==> config.mk <==
export PLATFORM = sky130hd
export DESIGN_NAME = e1nb_inserter
export DESIGN_NICKNAME = d
export VERILOG_FILES = /design/src/hdl/e1nb_pkg.sv /design/src/hdl/e1nb_fifo.sv /design/src/hdl/e1nb_inserter.sv
export VERILOG_INCLUDE_DIRS = /design/src /design/src/hdl
export SDC_FILE = /design/constraint.sdc
export NUM_CORES = 1
export LEC_CHECK = 0
export BUFFER_PORTS_ARGS = -buffer_cell sky130_fd_sc_hd__buf_2
export CORE_UTILIZATION = 50
export DETAILED_ROUTE_END_ITERATION = 6
export PLACE_DENSITY_LB_ADDON = 0.2
export SLEW_MARGIN = 40
export SYNTH_ARGS = -nofsm -noshare
export SYNTH_HDL_FRONTEND = slang
export SYNTH_SLANG_ARGS = --single-unit
==> constraint.sdc <==
create_clock -name sys_clk -period 2.5 [get_ports sys_clk]
set_input_delay 0.25 -clock sys_clk [delete_from_list [all_inputs] [get_ports sys_clk]]
set_output_delay 0.25 -clock sys_clk [all_outputs]
set_load 0.1 [all_outputs]
==> src/hdl/e1nb_regs.svh <==
// Register map, field positions and reset values of the national bit inserter
`ifndef E1NB_REGS_SVH
`define E1NB_REGS_SVH

// --------------------------------------------------------------------------
// Register indices (byte address is four times the index)
// --------------------------------------------------------------------------
`define E1NB_IDX_SEL      10'h086
`define E1NB_IDX_CWD      10'h087
`define E1NB_IDX_CTRL     10'h0a0
`define E1NB_IDX_STAT     10'h0a1

// --------------------------------------------------------------------------
// Field positions
// --------------------------------------------------------------------------
`define E1NB_SEL_LSB      5
`define E1NB_SEL_MSB      7
`define E1NB_CTRL_E1      0
`define E1NB_CTRL_NATIONAL_INSERT_DISABLE   1

// --------------------------------------------------------------------------
// Codeword select codes
// --------------------------------------------------------------------------
`define E1NB_SEL_SA4      3'h3
`define E1NB_SEL_SA8      3'h7

// --------------------------------------------------------------------------
// Reset values
// --------------------------------------------------------------------------
`define E1NB_SEL_RST      3'h0
`define E1NB_CWD_RST      8'h0f
`define E1NB_CTRL_RST     2'h0

`endif

==> src/hdl/e1nb_pkg.sv <==
// Types shared by the national bit inserter
package e1nb_pkg;

  // Avalon slave answer sequencer
  typedef enum logic [1:0]
  {
    E1NB_BUS_IDLE = 2'b01,
    E1NB_BUS_ACK  = 2'b10
  } e1nb_bus_state_t;

endpackage : e1nb_pkg

==> src/hdl/e1nb_fifo.sv <==
// Small flip-flop FIFO with valid/ready on both sides
`timescale 1ns/1ps

module e1nb_fifo
#(
  parameter int WIDTH = 9,
  parameter int DEPTH = 8
)
(
  // Clock and reset
  input  wire logic             sys_clk,
  input  wire logic             reset_n,
  // Fill side
  input  wire logic             in_valid,
  output logic                  in_ready,
  input  wire logic [WIDTH-1:0] in_data,
  // Drain side
  output logic                  out_valid,
  input  wire logic             out_ready,
  output logic [WIDTH-1:0]      out_data
);

  // DEPTH must be a power of two so the pointers wrap by themselves
  localparam int AW = $clog2(DEPTH);

  logic [WIDTH-1:0] mem_r [DEPTH];
  logic [AW-1:0]    wr_ptr_r;
  logic [AW-1:0]    rd_ptr_r;
  logic [AW:0]      count_r;
  logic [AW:0]      count_nxt;
  logic             not_full_r;
  wire              push;
  wire              pop;

  assign push      = in_valid & not_full_r;
  assign pop       = out_valid & out_ready;
  assign in_ready  = not_full_r;
  assign out_valid = (count_r != '0);
  assign out_data  = mem_r[rd_ptr_r];
  assign count_nxt = count_r + (AW+1)'(push) - (AW+1)'(pop);

  always_ff @(posedge sys_clk)
  begin
    if (push)
      mem_r[wr_ptr_r] <= in_data;
  end

  always_ff @(posedge sys_clk or negedge reset_n)
  begin
    if (!reset_n)
    begin
      wr_ptr_r   <= '0;
      rd_ptr_r   <= '0;
      count_r    <= '0;
      not_full_r <= 1'b1;
    end
    else
    begin
      wr_ptr_r   <= wr_ptr_r + AW'(push);
      rd_ptr_r   <= rd_ptr_r + AW'(pop);
      count_r    <= count_nxt;
      not_full_r <= (count_nxt != (AW+1)'(DEPTH));
    end
  end

endmodule : e1nb_fifo

==> src/hdl/e1nb_inserter.sv <==
// E1 transmit national bit (Sa4..Sa8) codeword inserter
//
// How it works
// - Select codes 3..7 pick Sa4..Sa8; codes 0..2 are undefined.
// - Select and codeword registers stay in reset while T1 mode is chosen.
// - Codeword bits 1..4 go into odd frames 1..7 or 9..15 of TS0.
// - Codeword is latched once per submultiframe, at its start, and used for that one.
// - For Sa8 codeword bit order in the register is reversed.
// - Each codeword bit has its own enable; disabled bits pass through.
// - Enables count only while national insertion disable is zero.
`timescale 1ns/1ps
`include "e1nb_regs.svh"

module e1nb_inserter
#(
  parameter int FIFO_DEPTH = 8
)
(
  // Clock and reset
  input  wire logic        sys_clk,
  input  wire logic        reset_n,
  // Avalon-MM register slave
  input  wire logic [11:0] avs_address,
  input  wire logic        avs_read,
  input  wire logic        avs_write,
  input  wire logic [31:0] avs_writedata,
  input  wire logic [3:0]  avs_byteenable,
  output logic [31:0]      avs_readdata,
  output logic             avs_waitrequest,
  // Upstream transmit bit stream
  input  wire logic        up_valid,
  output logic             up_ready,
  input  wire logic        up_data,
  input  wire logic        up_ts0,
  input  wire logic [2:0]  up_bit_pos,
  input  wire logic [3:0]  up_frame,
  // Downstream transmit bit stream
  output logic             dn_valid,
  input  wire logic        dn_ready,
  output logic             dn_data,
  output logic             dn_ts0,
  output logic [2:0]       dn_bit_pos,
  output logic [3:0]       dn_frame,
  output logic             dn_inserted
);

  localparam int WORD_W = 9;
  // Control reset word, taken apart bit by bit in the control register
  localparam logic [1:0] CTRL_RST = `E1NB_CTRL_RST;

  // --------------------------------------------------------------------------
  // Helper functions
  // --------------------------------------------------------------------------

  // True when a byte address hits the word of a register index
  function automatic logic addr_hit(input logic [11:0] addr,
                                    input logic [9:0]  idx);
    addr_hit = (addr[11:2] == idx) && (addr[1:0] == 2'b00);
  endfunction : addr_hit

  // Codeword bit n+1 of the stored byte; Sa8 keeps it in reversed order
  function automatic logic cw_data_bit(input logic [7:0] cw,
                                       input logic [1:0] n,
                                       input logic       rev);
    if (rev)
      cw_data_bit = cw[{1'b0, n}];
    else
      cw_data_bit = cw[{1'b0, ~n}];
  endfunction : cw_data_bit

  // Enable for codeword bit n+1 sits at bit 7-n in either order
  function automatic logic cw_enable_bit(input logic [7:0] cw,
                                         input logic [1:0] n);
    cw_enable_bit = cw[{1'b1, ~n}];
  endfunction : cw_enable_bit

  // --------------------------------------------------------------------------
  // Registers
  // --------------------------------------------------------------------------
  e1nb_pkg::e1nb_bus_state_t bus_state_r;
  e1nb_pkg::e1nb_bus_state_t bus_state_nxt;

  logic [2:0]  codeword_select_r;
  logic [7:0]  codeword_r;
  logic [7:0]  codeword_latched_r;
  logic        submultiframe_r;
  logic        e1_mode_select_r;
  logic        national_insert_disable_r;
  logic        waitrequest_r;
  logic [31:0] readdata_r;

  // --------------------------------------------------------------------------
  // Bus decode
  // --------------------------------------------------------------------------
  wire         bus_req;
  wire         bus_idle;
  wire         bus_ack;
  wire         wr_take;
  wire         hit_sel;
  wire         hit_cwd;
  wire         hit_ctrl;
  wire         hit_stat;
  wire         wr_low;
  wire [31:0]  rd_mux;

  assign bus_req  = avs_read | avs_write;
  assign bus_idle = (bus_state_r == e1nb_pkg::E1NB_BUS_IDLE);
  assign bus_ack  = (bus_state_r == e1nb_pkg::E1NB_BUS_ACK);
  // A write takes effect only on the edge that sees waitrequest low
  assign wr_take  = bus_ack & avs_write;
  assign wr_low   = wr_take & avs_byteenable[0];
  assign hit_sel  = addr_hit(avs_address, `E1NB_IDX_SEL);
  assign hit_cwd  = addr_hit(avs_address, `E1NB_IDX_CWD);
  assign hit_ctrl = addr_hit(avs_address, `E1NB_IDX_CTRL);
  assign hit_stat = addr_hit(avs_address, `E1NB_IDX_STAT);

  // Unmapped addresses read as zero and ignore writes
  assign rd_mux =
      hit_sel  ? {24'h000000, codeword_select_r, 5'h00} :
      hit_cwd  ? {24'h000000, codeword_r} :
      hit_ctrl ? {30'h0, national_insert_disable_r,
                  e1_mode_select_r} :
      hit_stat ? {16'h0000, codeword_latched_r, 7'h00, submultiframe_r} :
                 32'h00000000;

  always_comb
  begin
    bus_state_nxt = bus_state_r;
    case (bus_state_r)
      e1nb_pkg::E1NB_BUS_IDLE:
        if (bus_req)
          bus_state_nxt = e1nb_pkg::E1NB_BUS_ACK;
      e1nb_pkg::E1NB_BUS_ACK:
        bus_state_nxt = e1nb_pkg::E1NB_BUS_IDLE;
      default:
        bus_state_nxt = e1nb_pkg::E1NB_BUS_IDLE;
    endcase
  end

  always_ff @(posedge sys_clk or negedge reset_n)
  begin
    if (!reset_n)
    begin
      bus_state_r   <= e1nb_pkg::E1NB_BUS_IDLE;
      waitrequest_r <= 1'b1;
      readdata_r    <= 32'h00000000;
    end
    else
    begin
      bus_state_r   <= bus_state_nxt;
      waitrequest_r <= ~(bus_idle & bus_req);
      if (bus_idle & bus_req)
        readdata_r  <= rd_mux;
    end
  end

  assign avs_waitrequest = waitrequest_r;
  assign avs_readdata    = readdata_r;

  // --------------------------------------------------------------------------
  // Control register
  // --------------------------------------------------------------------------
  always_ff @(posedge sys_clk or negedge reset_n)
  begin
    if (!reset_n)
    begin
      e1_mode_select_r          <= CTRL_RST[`E1NB_CTRL_E1];
      national_insert_disable_r <= CTRL_RST[`E1NB_CTRL_NATIONAL_INSERT_DISABLE];
    end
    else if (wr_low & hit_ctrl)
    begin
      e1_mode_select_r          <= avs_writedata[`E1NB_CTRL_E1];
      national_insert_disable_r <= avs_writedata[`E1NB_CTRL_NATIONAL_INSERT_DISABLE];
    end
  end

  // --------------------------------------------------------------------------
  // Codeword select and codeword registers
  // --------------------------------------------------------------------------
  // While the device runs in T1 mode both registers are forced to reset,
  // so a late switch to E1 always starts from a quiet codeword.
  always_ff @(posedge sys_clk or negedge reset_n)
  begin
    if (!reset_n)
    begin
      codeword_select_r <= `E1NB_SEL_RST;
      codeword_r        <= `E1NB_CWD_RST;
    end
    else if (!e1_mode_select_r)
    begin
      codeword_select_r <= `E1NB_SEL_RST;
      codeword_r        <= `E1NB_CWD_RST;
    end
    else
    begin
      if (wr_low & hit_sel)
        codeword_select_r <= avs_writedata[`E1NB_SEL_MSB:`E1NB_SEL_LSB];
      if (wr_low & hit_cwd)
        codeword_r        <= avs_writedata[7:0];
    end
  end

  // --------------------------------------------------------------------------
  // Stream buffer
  // --------------------------------------------------------------------------
  wire [WORD_W-1:0] fifo_in_word;
  wire [WORD_W-1:0] fifo_out_word;
  wire              fifo_out_valid;
  wire              fifo_out_ready;

  assign fifo_in_word = {up_frame, up_ts0, up_bit_pos, up_data};

  e1nb_fifo
  #(
    .WIDTH (WORD_W),
    .DEPTH (FIFO_DEPTH)
  )
  u_fifo
  (
    .sys_clk   (sys_clk),
    .reset_n   (reset_n),
    .in_valid  (up_valid),
    .in_ready  (up_ready),
    .in_data   (fifo_in_word),
    .out_valid (fifo_out_valid),
    .out_ready (fifo_out_ready),
    .out_data  (fifo_out_word)
  );

  // --------------------------------------------------------------------------
  // Insertion decision
  // --------------------------------------------------------------------------
  wire [3:0] pop_frame;
  wire       pop_ts0;
  wire [2:0] pop_bit_pos;
  wire       pop_data;
  wire       pop_take;
  wire       smf_start;
  wire [1:0] cw_index;
  wire       select_defined;
  wire       select_sa8;
  wire       slot_hit;
  wire       bit_enabled;
  wire       insert_now;
  wire       insert_value;

  assign {pop_frame, pop_ts0, pop_bit_pos, pop_data} = fifo_out_word;

  // Output stage stalls when downstream holds off, which backs up the FIFO
  assign fifo_out_ready = ~dn_valid | dn_ready;
  assign pop_take       = fifo_out_valid & fifo_out_ready;

  // First bit of TS0 in frame 0 or 8 opens a submultiframe
  assign smf_start = pop_take & pop_ts0 & (pop_bit_pos == 3'h0)
                   & (pop_frame[2:0] == 3'h0);

  // Odd frames 1,3,5,7 carry codeword bits 1..4; same for 9..15
  assign cw_index       = pop_frame[2:1];
  assign select_defined = (codeword_select_r >= `E1NB_SEL_SA4);
  assign select_sa8     = (codeword_select_r == `E1NB_SEL_SA8);
  // Bit Sa(k) is TS0 bit k, i.e. position k-1, which equals the code
  assign slot_hit       = pop_ts0 & pop_frame[0]
                        & (pop_bit_pos == codeword_select_r);
  assign bit_enabled    = cw_enable_bit(codeword_latched_r,
                                        cw_index);
  assign insert_now     = select_defined & slot_hit & bit_enabled
                        & ~national_insert_disable_r;
  assign insert_value   = cw_data_bit(codeword_latched_r, cw_index,
                                      select_sa8);

  // --------------------------------------------------------------------------
  // Submultiframe latch
  // --------------------------------------------------------------------------
  // A write in E1 mode lands in the live register at any time; the stream only sees
  // it from the next submultiframe, so a codeword is never torn mid-way.
  always_ff @(posedge sys_clk or negedge reset_n)
  begin
    if (!reset_n)
    begin
      codeword_latched_r <= `E1NB_CWD_RST;
      submultiframe_r    <= 1'b0;
    end
    else if (!e1_mode_select_r)
    begin
      codeword_latched_r <= `E1NB_CWD_RST;
      submultiframe_r    <= 1'b0;
    end
    else if (smf_start)
    begin
      codeword_latched_r <= codeword_r;
      submultiframe_r    <= pop_frame[3];
    end
  end

  // --------------------------------------------------------------------------
  // Output stage
  // --------------------------------------------------------------------------
  always_ff @(posedge sys_clk or negedge reset_n)
  begin
    if (!reset_n)
    begin
      dn_valid    <= 1'b0;
      dn_data     <= 1'b0;
      dn_ts0      <= 1'b0;
      dn_bit_pos  <= 3'h0;
      dn_frame    <= 4'h0;
      dn_inserted <= 1'b0;
    end
    else if (fifo_out_ready)
    begin
      dn_valid    <= fifo_out_valid;
      dn_data     <= insert_now ? insert_value : pop_data;
      dn_ts0      <= pop_ts0;
      dn_bit_pos  <= pop_bit_pos;
      dn_frame    <= pop_frame;
      dn_inserted <= fifo_out_valid & insert_now;
    end
  end

endmodule : e1nb_inserter

==> impl_metrics.ini, run 1 <==
[yosys]
synth.yosys.warnings = 0
synth_largest_type_area_fraction = 0.370
main_combinational_cell_family_by_area_after_synthesis = multiplexers
synth.area.top_cells = edfxtp_1 (37%), dfrtp_1 (22%), mux4_2 (6.2%)
synth_compound_gate_area_share = 0.0387
netlist_area_um2 = 5850
synthCells = 383
cell_taking_the_most_area_after_synthesis = edfxtp_1
synth-edff-count = 72
post_synth_adder_cell_area = 0.0205
ys_async_sr_fraction = 0.467
number_of_distinct_library_cells_after_synthesis = 51
synth_simple_gate_area_frac = 0.0832
synth_seq_area_share = 0.642
yosys.area_share.xor_xnor = 0.0120
synthMuxAreaShare = 0.152
synth_seq_cells = 135
most_frequently_used_flop_master_after_synthesis = edfxtp_1
syn-mean-instance-area_um2 = 15.3

[critical_path]
critical-path-slowest-cell = fa_2
cp_data_arrival_time_ns = 2.81
path_max_fanout = 2
slowest_delay_ns = 0.54
worst_setup_path_start_kind = flip-flop
crit_chain = inv_2 > ha_4 > nor3b_4 > nor2_4 > ha_4 > inv_4 > ha_4 > inv_2 > fa_2 > inv_2 > or4b_4
critical_path.endpoint_type = flip-flop
worst-setup-path-type = flip-flop to flip-flop
worst-endpoint-required_ns = 2.83

[detailed_routing]
detailed_routing_iteration_count_for_the_pre_antenna_repair_pass = 4
route.detailed.drc = 0
avgViaCountPerCell = 5.26
finalWirelength_mm = 11.9
antenna_left = 0
route.vias.total = 3386
routedWlPerCell_um = 18.5
detail_route.iter0.violations = 160

[place]
placement.io_buffers = 64
final_wtd_congestion = 0.750
place_hpwl_mm = 7.85
placement.cell_area_um2 = 6410

[clock_tree]
h-tree-depth = 4
worst_skew_pair.late_latency_ns = 0.42
clockRootBuffer = clkbuf_16
clkTransAtPathRegs_ns = 0.06
tritoncts = done
ctsLongestPathBuffers = 2
cts_num_sinks = 135
tritoncts.num_buffers = 17

[timing]
min_period_ns = 2.48
final-setup-viol-count = 0
finalCritPeriodShare = 0.992
unrepaired_setup_endpoints_after_global_routing = true
finalHoldViolCount = 0
relSlewSlack = 0.582
whs_ns = 0.0555
drv_slew = 0
max_freq_ghz = 0.403
finalClockSkew_ns = 0.00739
transition_time_of_the_tightest_slew_check_pin_ns = 0.627

[global_routing]
first_pass_grt_wire_length_mm = 18.1
globalRouteTotalUtil = 0.214
first_global_vias = 3324
grt_max_degree = 25
antenna_found_initial = 0
grt.overflow.total = 0

[cells_and_area]
fin_area_um2 = 7220
finalNetCount = 560
n_antenna_cell = 0
final_common_cell = edfxtp_1
area_growth_pct = 23.5
final_cell_mix = edfxtp_1 (72), buf_2 (64), dfrtp_1 (49)
layout-drive-gt1-share = 0.391

[die]
design.core.area_um2 = 11400
dieArea_um2 = 12100
die_y_um = 110
pin_count = 108
rows = 39
start_util = 0.512
die-width_um = 110

[power_and_ir_drop]
switching_part_of_the_total = 0.362
leak_nw = 2.98
power.share.combinational = 0.381
net-switching-power_mw = 3.19
power.share.clock = 0.285
seq_power_share = 0.334
cell_internal_pwr_mw = 5.63
power_density_over_the_cells_nw_per_um2 = 1220
peakVddDrop_mv = 0.904

[run]
timing.max_cap.violations = 0

[outcome]
status = completed

[min_path]
hold_class = input port to flip-flop
Yosys cell counts (all sizes together) (4+ instances only):
library cell / number
edfxtp: 72
o21ai: 6
inv: 11
dfstp: 11
mux2: 8
xor2: 6
ha: 8
nand2b: 4
mux4: 18
mux2i: 34
nand2: 30
a21oi: 7
clkbuf: 9
dfrtp: 52
a22o: 9
nor3: 6
buf: 23
nor2b: 14
nor2: 26
o31ai: 4
per-stage QoR:
| step | worst slack [ns] | util | setup TNS (ns) | power, mW | cells |
|---|---|---|---|---|---|
| 3_5_place_dp | -0.106 | 0.562 | -0.106 | 5.96 | 601 |
| 2_1_floorplan | -0.152 | - | -0.152 | 5.26 | 398 |
| 5_1_grt | -0.0713 | 0.633 | -0.0869 | 9.23 | 644 |
| 3_3_place_gp | -0.0412 | 0.562 | -0.0412 | 5.88 | 601 |
| 4_1_cts | -0.102 | 0.618 | -0.102 | 8.57 | 636 |
| 6_report | 0.0203 | 0.633 | 0 | 8.82 | 644 |
critical path, delay by kind of cell (launching register included):
family,cells,cell delay [ns]
adders and majority gates,4,1.01
buffers and inverters,4,0.21
DFF,1,0.37
and+or+nand+nor,3,0.79
power by group through the flow:
stage,Sequential [mW],Combinational (mW),Clock [mW]
2_1_floorplan,3.59,1.67,0
3_3_place_gp,2.95,2.93,0
3_5_place_dp,2.96,3.00,0
4_1_cts,2.94,3.09,2.54
5_1_grt,2.98,3.59,2.66
6_report,2.95,3.36,2.52
worst paths after layout:
kind / depth (start not counted) / from / end / slack (ns)
max reg2reg: 11 / u_fifo.count_r[2] / u_fifo.in_ready / 0.02
min: 3 / avs_writedata[2] / codeword_r[2] / 0.06
min reg2reg: 2 / avs_readdata[3] / avs_readdata[3] / 0.47
max: 11 / u_fifo.count_r[2] / u_fifo.in_ready / 0.02
min in group asynchronous: 2 / reset_n / bus_state_r[1] / 0.36
max in group asynchronous: 3 / reset_n / codeword_r[3] / 1.41
repair_timing:
item	4_1_cts	5_1_grt
buffers inserted	2	7
gates cloned	0	1
gates resized for setup	5	18
endpoints found under the setup margin	1	12
pin swaps	5	9
hold buffers	1	0
hold endpoints to repair	12	0
layer usage:
layer | GRT usage | vias to the layer above | wire, um
met5 | 0 | - | 0
met4 | 0.0658 | 0 | 134
met3 | 0.0670 | 12 | 614
met2 | 0.363 | 82 | 6190
met1 | 0.263 | 1702 | 4970
li1 | - | 1590 | -
sequential cells by signal, indices dropped and copies added, names as in the netlist, 2 cells and up:
register,cells
u_fifo.mem_r,72
avs_readdata,16
codeword_latched_r,8
codeword_r,8
dn_frame,4
u_fifo.count_r,4
codeword_select_r,3
dn_bit_pos,3
u_fifo.rd_ptr_r,3
u_fifo.wr_ptr_r,3
bus_state_r,2
layout make-up:
cell class	instances	area, um^2
Inverter	11	43.8
Multi-Input combinational cell	220	1970
Tap cell	143	179
Fill cell	835	4200
Timing Repair Buffer	103	674
Clock buffer	17	425
Sequential cell	135	3760
Clock inverter	15	175
logic make-up (layout without fill, tap and decap cells):
group / count (synthesis) / in the layout
DFF: 135 / 135
other: 1 / 16
xor gates and xnor gates: 8 / 8
and+or+nand+nor: 95 / 95
buffers and inverters: 43 / 146
muxes: 60 / 60
adders and majority gates: 9 / 9
AOI/OAI and AO/OA: 32 / 32
Power figures use the tool's default switching activity.
==> run 2: changes to the inputs <==
==> constraint.sdc (replaced) <==
create_clock -name sys_clk -period 2.1 [get_ports sys_clk]
set_input_delay 0.21 -clock sys_clk [delete_from_list [all_inputs] [get_ports sys_clk]]
set_output_delay 0.21 -clock sys_clk [all_outputs]
set_load 0.1 [all_outputs]
==> impl_metrics.ini, run 2 (synthesis results as in run 1) <==
[outcome]
status = finished with violations
violated_checks = negative setup slack

[clock_tree]
ctsLongestPathBuffers = 2
h-tree-depth = 4
worst_skew_pair.late_latency_ns = 0.42
clkTransAtPathRegs_ns = 0.07
clockRootBuffer = clkbuf_16
tritoncts.num_buffers = 17
tritoncts = done
cts_num_sinks = 135

[timing]
drv_slew = 0
transition_time_of_the_tightest_slew_check_pin_ns = 0.610
tns_ns = -1.78
unrepaired_setup_endpoints_after_global_routing = true
relSlewSlack = 0.593
finalClockSkew_ns = 0.0115
max_freq_ghz = 0.412
finalHoldViolCount = 0
whs_ns = 0.0211
finalWorstSetupSlack_ns = -0.326
min_period_ns = 2.43
finalCritPeriodShare = 1.16
final-setup-viol-count = 12

[cells_and_area]
layout-drive-gt1-share = 0.419
final_common_cell = edfxtp_1
multi_input_area_um2 = 1990
largest_register_ffs = 72
n_antenna_cell = 0
area_growth_pct = 25.8
final_cell_mix = edfxtp_1 (72), buf_2 (64), dfrtp_1 (49)
n_fill_cell = 826
area.sequential_um2 = 3760
fin_util = 0.644
finalNetCount = 574
fin_area_um2 = 7360
top_register = u_fifo.mem_r
final_non_filler_cells = 658

[global_routing]
first_global_vias = 3502
grt_max_degree = 53
grt.overflow.total = 0
first_pass_grt_wire_length_mm = 18.1
globalRouteTotalUtil = 0.209
antenna_found_initial = 0

[power_and_ir_drop]
leak_nw = 3.05
peakVddDrop_mv = 0.936
p_total_mw = 10.7
power_density_over_the_cells_nw_per_um2 = 1460

[place]
placement.io_buffers = 64
place_hpwl_mm = 7.99
placement.cell_area_um2 = 6560
dpl_worst_slack_ns = -0.493
placedCellCount = 617
final_wtd_congestion = 0.747

[critical_path]
critical-path-slowest-cell = or4b_4
critical_path.endpoint_type = flip-flop
crit_chain = inv_2 > ha_4 > nor3b_4 > nor2_4 > ha_4 > inv_4 > ha_4 > inv_2 > fa_1 > inv_1 > or4b_4
worst-setup-path-type = flip-flop to flip-flop
cp_top_family = adder cells
worst-endpoint-required_ns = 2.44
path_common_cell = ha_4
slowest_delay_ns = 0.51
timing.critical_path.depth = 11
path_max_fanout = 2
r2r_cells = 11
worst_setup_path_start_kind = flip-flop
cp.buffers_inverters = 4
cp_data_arrival_time_ns = 2.76

[detailed_routing]
detailed_routing_iteration_count_for_the_pre_antenna_repair_pass = 4
avgViaCountPerCell = 5.16
antenna_left = 0
route.vias.total = 3393
detail_route.iter0.violations = 186
route.detailed.drc = 0
routedWlPerCell_um = 17.6
finalWirelength_mm = 11.6

[die]
start_util = 0.512
dieArea_um2 = 12100
die-width_um = 110
pin_count = 108
design.core.area_um2 = 11400
die_y_um = 110
rows = 39

[min_path]
min_delay_path_depth = 3
hold_class = input port to flip-flop

[run]
timing.max_cap.violations = 0
==> run 2: cell count changes in the layout (fill, tap and decap cells not counted), sizes merged <==
cell	before	now
buf	101	116
clkinv	6	2
inv	15	18
==> run 2: path summary, 6_finish.rpt <==
check	startpoint	to	slack, ns
setup reg to reg	u_fifo.count_r[2]	u_fifo.in_ready	-0.33
min in group asynchronous	reset_n	e1_mode_select_r	0.21
hold reg to reg	avs_readdata[3]	avs_readdata[3]	0.48
max in group asynchronous	reset_n	u_fifo.in_ready	1.27
hold / removal	avs_writedata[3]	codeword_r[3]	0.02
setup / recovery	u_fifo.count_r[2]	u_fifo.in_ready	-0.33
==> run 2: cell type report <==
class	instances	area share
clock buffers	18	0.0583
inverters	11	0.00595
repair buffers	117	0.105
multi-input cells	220	0.270
clock inverters	14	0.0253
well taps	143	0.0243
flip-flops and latches	135	0.511
==> run 2: worst reg2reg max path, stage by stage, from the launching register on <==
cell	delay, ns
dfrtp_1	0.37
inv_2	0.08
ha_4	0.12
nor3b_4	0.23
nor2_4	0.06
ha_4	0.23
inv_4	0.05
ha_4	0.13
inv_2	0.03
fa_1	0.46
inv_1	0.05
or4b_4	0.51
==> run 2: per-layer routing <==
| metal | vias to the layer above | track usage | part of all wire | wire (um) |
|---|---|---|---|---|
| met1 | 1697 | 0.248 | 0.43 | 4970 |
| met4 | 0 | 0.0799 | 0.014 | 165 |
| met5 | - | 0 | 0 | 0 |
| li1 | 1610 | - | - | - |
| met3 | 16 | 0.0506 | 0.034 | 396 |
| met2 | 70 | 0.370 | 0.52 | 6070 |
==> run 2: power breakdown <==
part	internal, mW	switching, mW
combinational	1.71	2.43
sequential	3.27	0.244
clock	1.90	1.18
==> run 2: repair_timing <==
| item | CTS | global route |
|---|---|---|
| endpoints found under the hold margin | 11 | 0 |
| pin swaps | 8 | 5 |
| setup buffers | 7 | 4 |
| hold buffers | 1 | 0 |
| endpoints found under the setup margin | 13 | 13 |
| resized for setup | 21 | 7 |
==> run 3: changes to the inputs <==
--- a/config.mk
+++ b/config.mk
@@ -10,6 +10,7 @@
 export CORE_UTILIZATION = 50
 export DETAILED_ROUTE_END_ITERATION = 6
 export PLACE_DENSITY_LB_ADDON = 0.2
+export SETUP_SLACK_MARGIN = 0.5
 export SLEW_MARGIN = 40
 export SYNTH_ARGS = -nofsm -noshare
 export SYNTH_HDL_FRONTEND = slang
==> impl_metrics.ini, run 3 (synthesis results as in run 1) <==
[outcome]
status = finished with violations
violated_checks = negative setup slack

[global_routing]
first_pass_grt_wire_length_mm = 19.0
first_global_vias = 3574
globalRouteTotalUtil = 0.226
grt_max_degree = 23
grt.overflow.total = 0
antenna_found_initial = 0

[cells_and_area]
finalNetCount = 590
final_cell_mix = edfxtp_1 (72), buf_2 (62), dfrtp_1 (51)
layout-drive-gt1-share = 0.477
n_fill_cell = 753
top_register = u_fifo.mem_r
largest_register_ffs = 72
final_common_cell = edfxtp_1
n_antenna_cell = 0
fin_util = 0.691
fin_area_um2 = 7900
final_non_filler_cells = 673
area_growth_pct = 35.0

[critical_path]
worst-setup-path-type = flip-flop to flip-flop
slowest_delay_ns = 0.50
path_common_cell = inv_2
worst_setup_path_start_kind = flip-flop
critical-path-slowest-cell = fa_1
worst-endpoint-required_ns = 2.43
cp_data_arrival_time_ns = 2.75
critical_path.endpoint_type = flip-flop
path_max_fanout = 2
crit_chain = inv_2 > ha_4 > nor3b_4 > nor2_4 > ha_4 > inv_2 > ha_4 > inv_2 > fa_1 > inv_2 > or4b_4

[timing]
finalWorstSetupSlack_ns = -0.319
transition_time_of_the_tightest_slew_check_pin_ns = 0.644
drv_slew = 0
unrepaired_setup_endpoints_after_global_routing = true
final-setup-viol-count = 12
finalClockSkew_ns = 0.00612
whs_ns = 0.0163
max_freq_ghz = 0.413
min_period_ns = 2.42
relSlewSlack = 0.571
finalCritPeriodShare = 1.15
finalHoldViolCount = 0
tns_ns = -2.86

[die]
die_y_um = 110
pin_count = 108
dieArea_um2 = 12100
design.core.area_um2 = 11400
rows = 39
die-width_um = 110
start_util = 0.512

[detailed_routing]
avgViaCountPerCell = 5.27
detailed_routing_iteration_count_for_the_pre_antenna_repair_pass = 5
route.vias.total = 3548
routedWlPerCell_um = 18.6
finalWirelength_mm = 12.5
route.detailed.drc = 0
antenna_left = 0
detail_route.iter0.violations = 154

[clock_tree]
clkTransAtPathRegs_ns = 0.06
h-tree-depth = 4
cts_num_sinks = 135
clockRootBuffer = clkbuf_16
worst_skew_pair.late_latency_ns = 0.41
tritoncts = done
ctsLongestPathBuffers = 2
tritoncts.num_buffers = 17

[power_and_ir_drop]
power_density_over_the_cells_nw_per_um2 = 1470
leak_nw = 3.23
p_total_mw = 11.6
peakVddDrop_mv = 0.897

[place]
dpl_worst_slack_ns = -0.405
placement.io_buffers = 64
placement.cell_area_um2 = 6700
placedCellCount = 612
final_wtd_congestion = 0.747
place_hpwl_mm = 8.18

[min_path]
hold_class = input port to flip-flop

[run]
timing.max_cap.violations = 0
==> run 3: changes by cell type in the layout (fill, tap and decap cells not counted), sizes merged <==
| cell | change |
|---|---|
| buf | +15 |
| inv | -8 |
| clkinv | +6 |
| bufinv | +2 |
==> run 3: critical path, delay by kind of cell (launching register included) <==
| kind | cells | cell delay, ns |
|---|---|---|
| fa+ha+maj | 4 | 0.97 |
| simple gates | 3 | 0.79 |
| flops | 1 | 0.37 |
| buf+inv | 4 | 0.21 |
==> run 3: path summary, 6_finish.rpt <==
check                                  start  slack, ns  depth (start not counted)               to
min in group asynchronous            reset_n       0.30                          2  avs_readdata[0]
max in group asynchronous            reset_n       1.11                          3    codeword_r[3]
max                        u_fifo.count_r[2]      -0.32                         11  u_fifo.in_ready
min reg2reg                  avs_readdata[1]       0.47                          2  avs_readdata[1]
max reg2reg                u_fifo.count_r[2]      -0.32                         11  u_fifo.in_ready
min                         avs_writedata[2]       0.02                          3    codeword_r[2]
==> run 3: power breakdown <==
group          switching [mW]  total [mW]  leakage [nW]  internal, mW
combinational            2.78        4.97          1.49          2.19
clock                    1.03        3.10         0.303          2.07
sequential              0.256        3.53          1.44          3.27
total                    4.07        11.6          3.23          7.53
==> run 3: timing repair <==
item	4_1_cts	5_1_grt
pin swaps	21	10
cloned	3	0
endpoints found under the hold margin	14	0
resized for setup	55	18
hold buffers	1	0
setup buffers	20	6
setup endpoints to repair	108	122
==> run 3: final cells by class <==
type	count	area [um^2]	share of cell area
sequential	135	3760	0.476
multi-input combinational	220	2220	0.281
timing repair buffer	132	1070	0.135
clock buffer	18	429	0.0544
clock inverter	13	185	0.0235
tap	143	179	0.0227
inverter	11	45.0	0.00571
timing repair inverter	1	7.51	0.000951
==> run 3: per-layer routing <==
layer	wire, um	vias up	GRT usage
met5	0	-	0
met1	5090	1783	0.262
met2	6560	93	0.392
li1	-	1645	-
met3	519	27	0.0582
met4	325	0	0.103
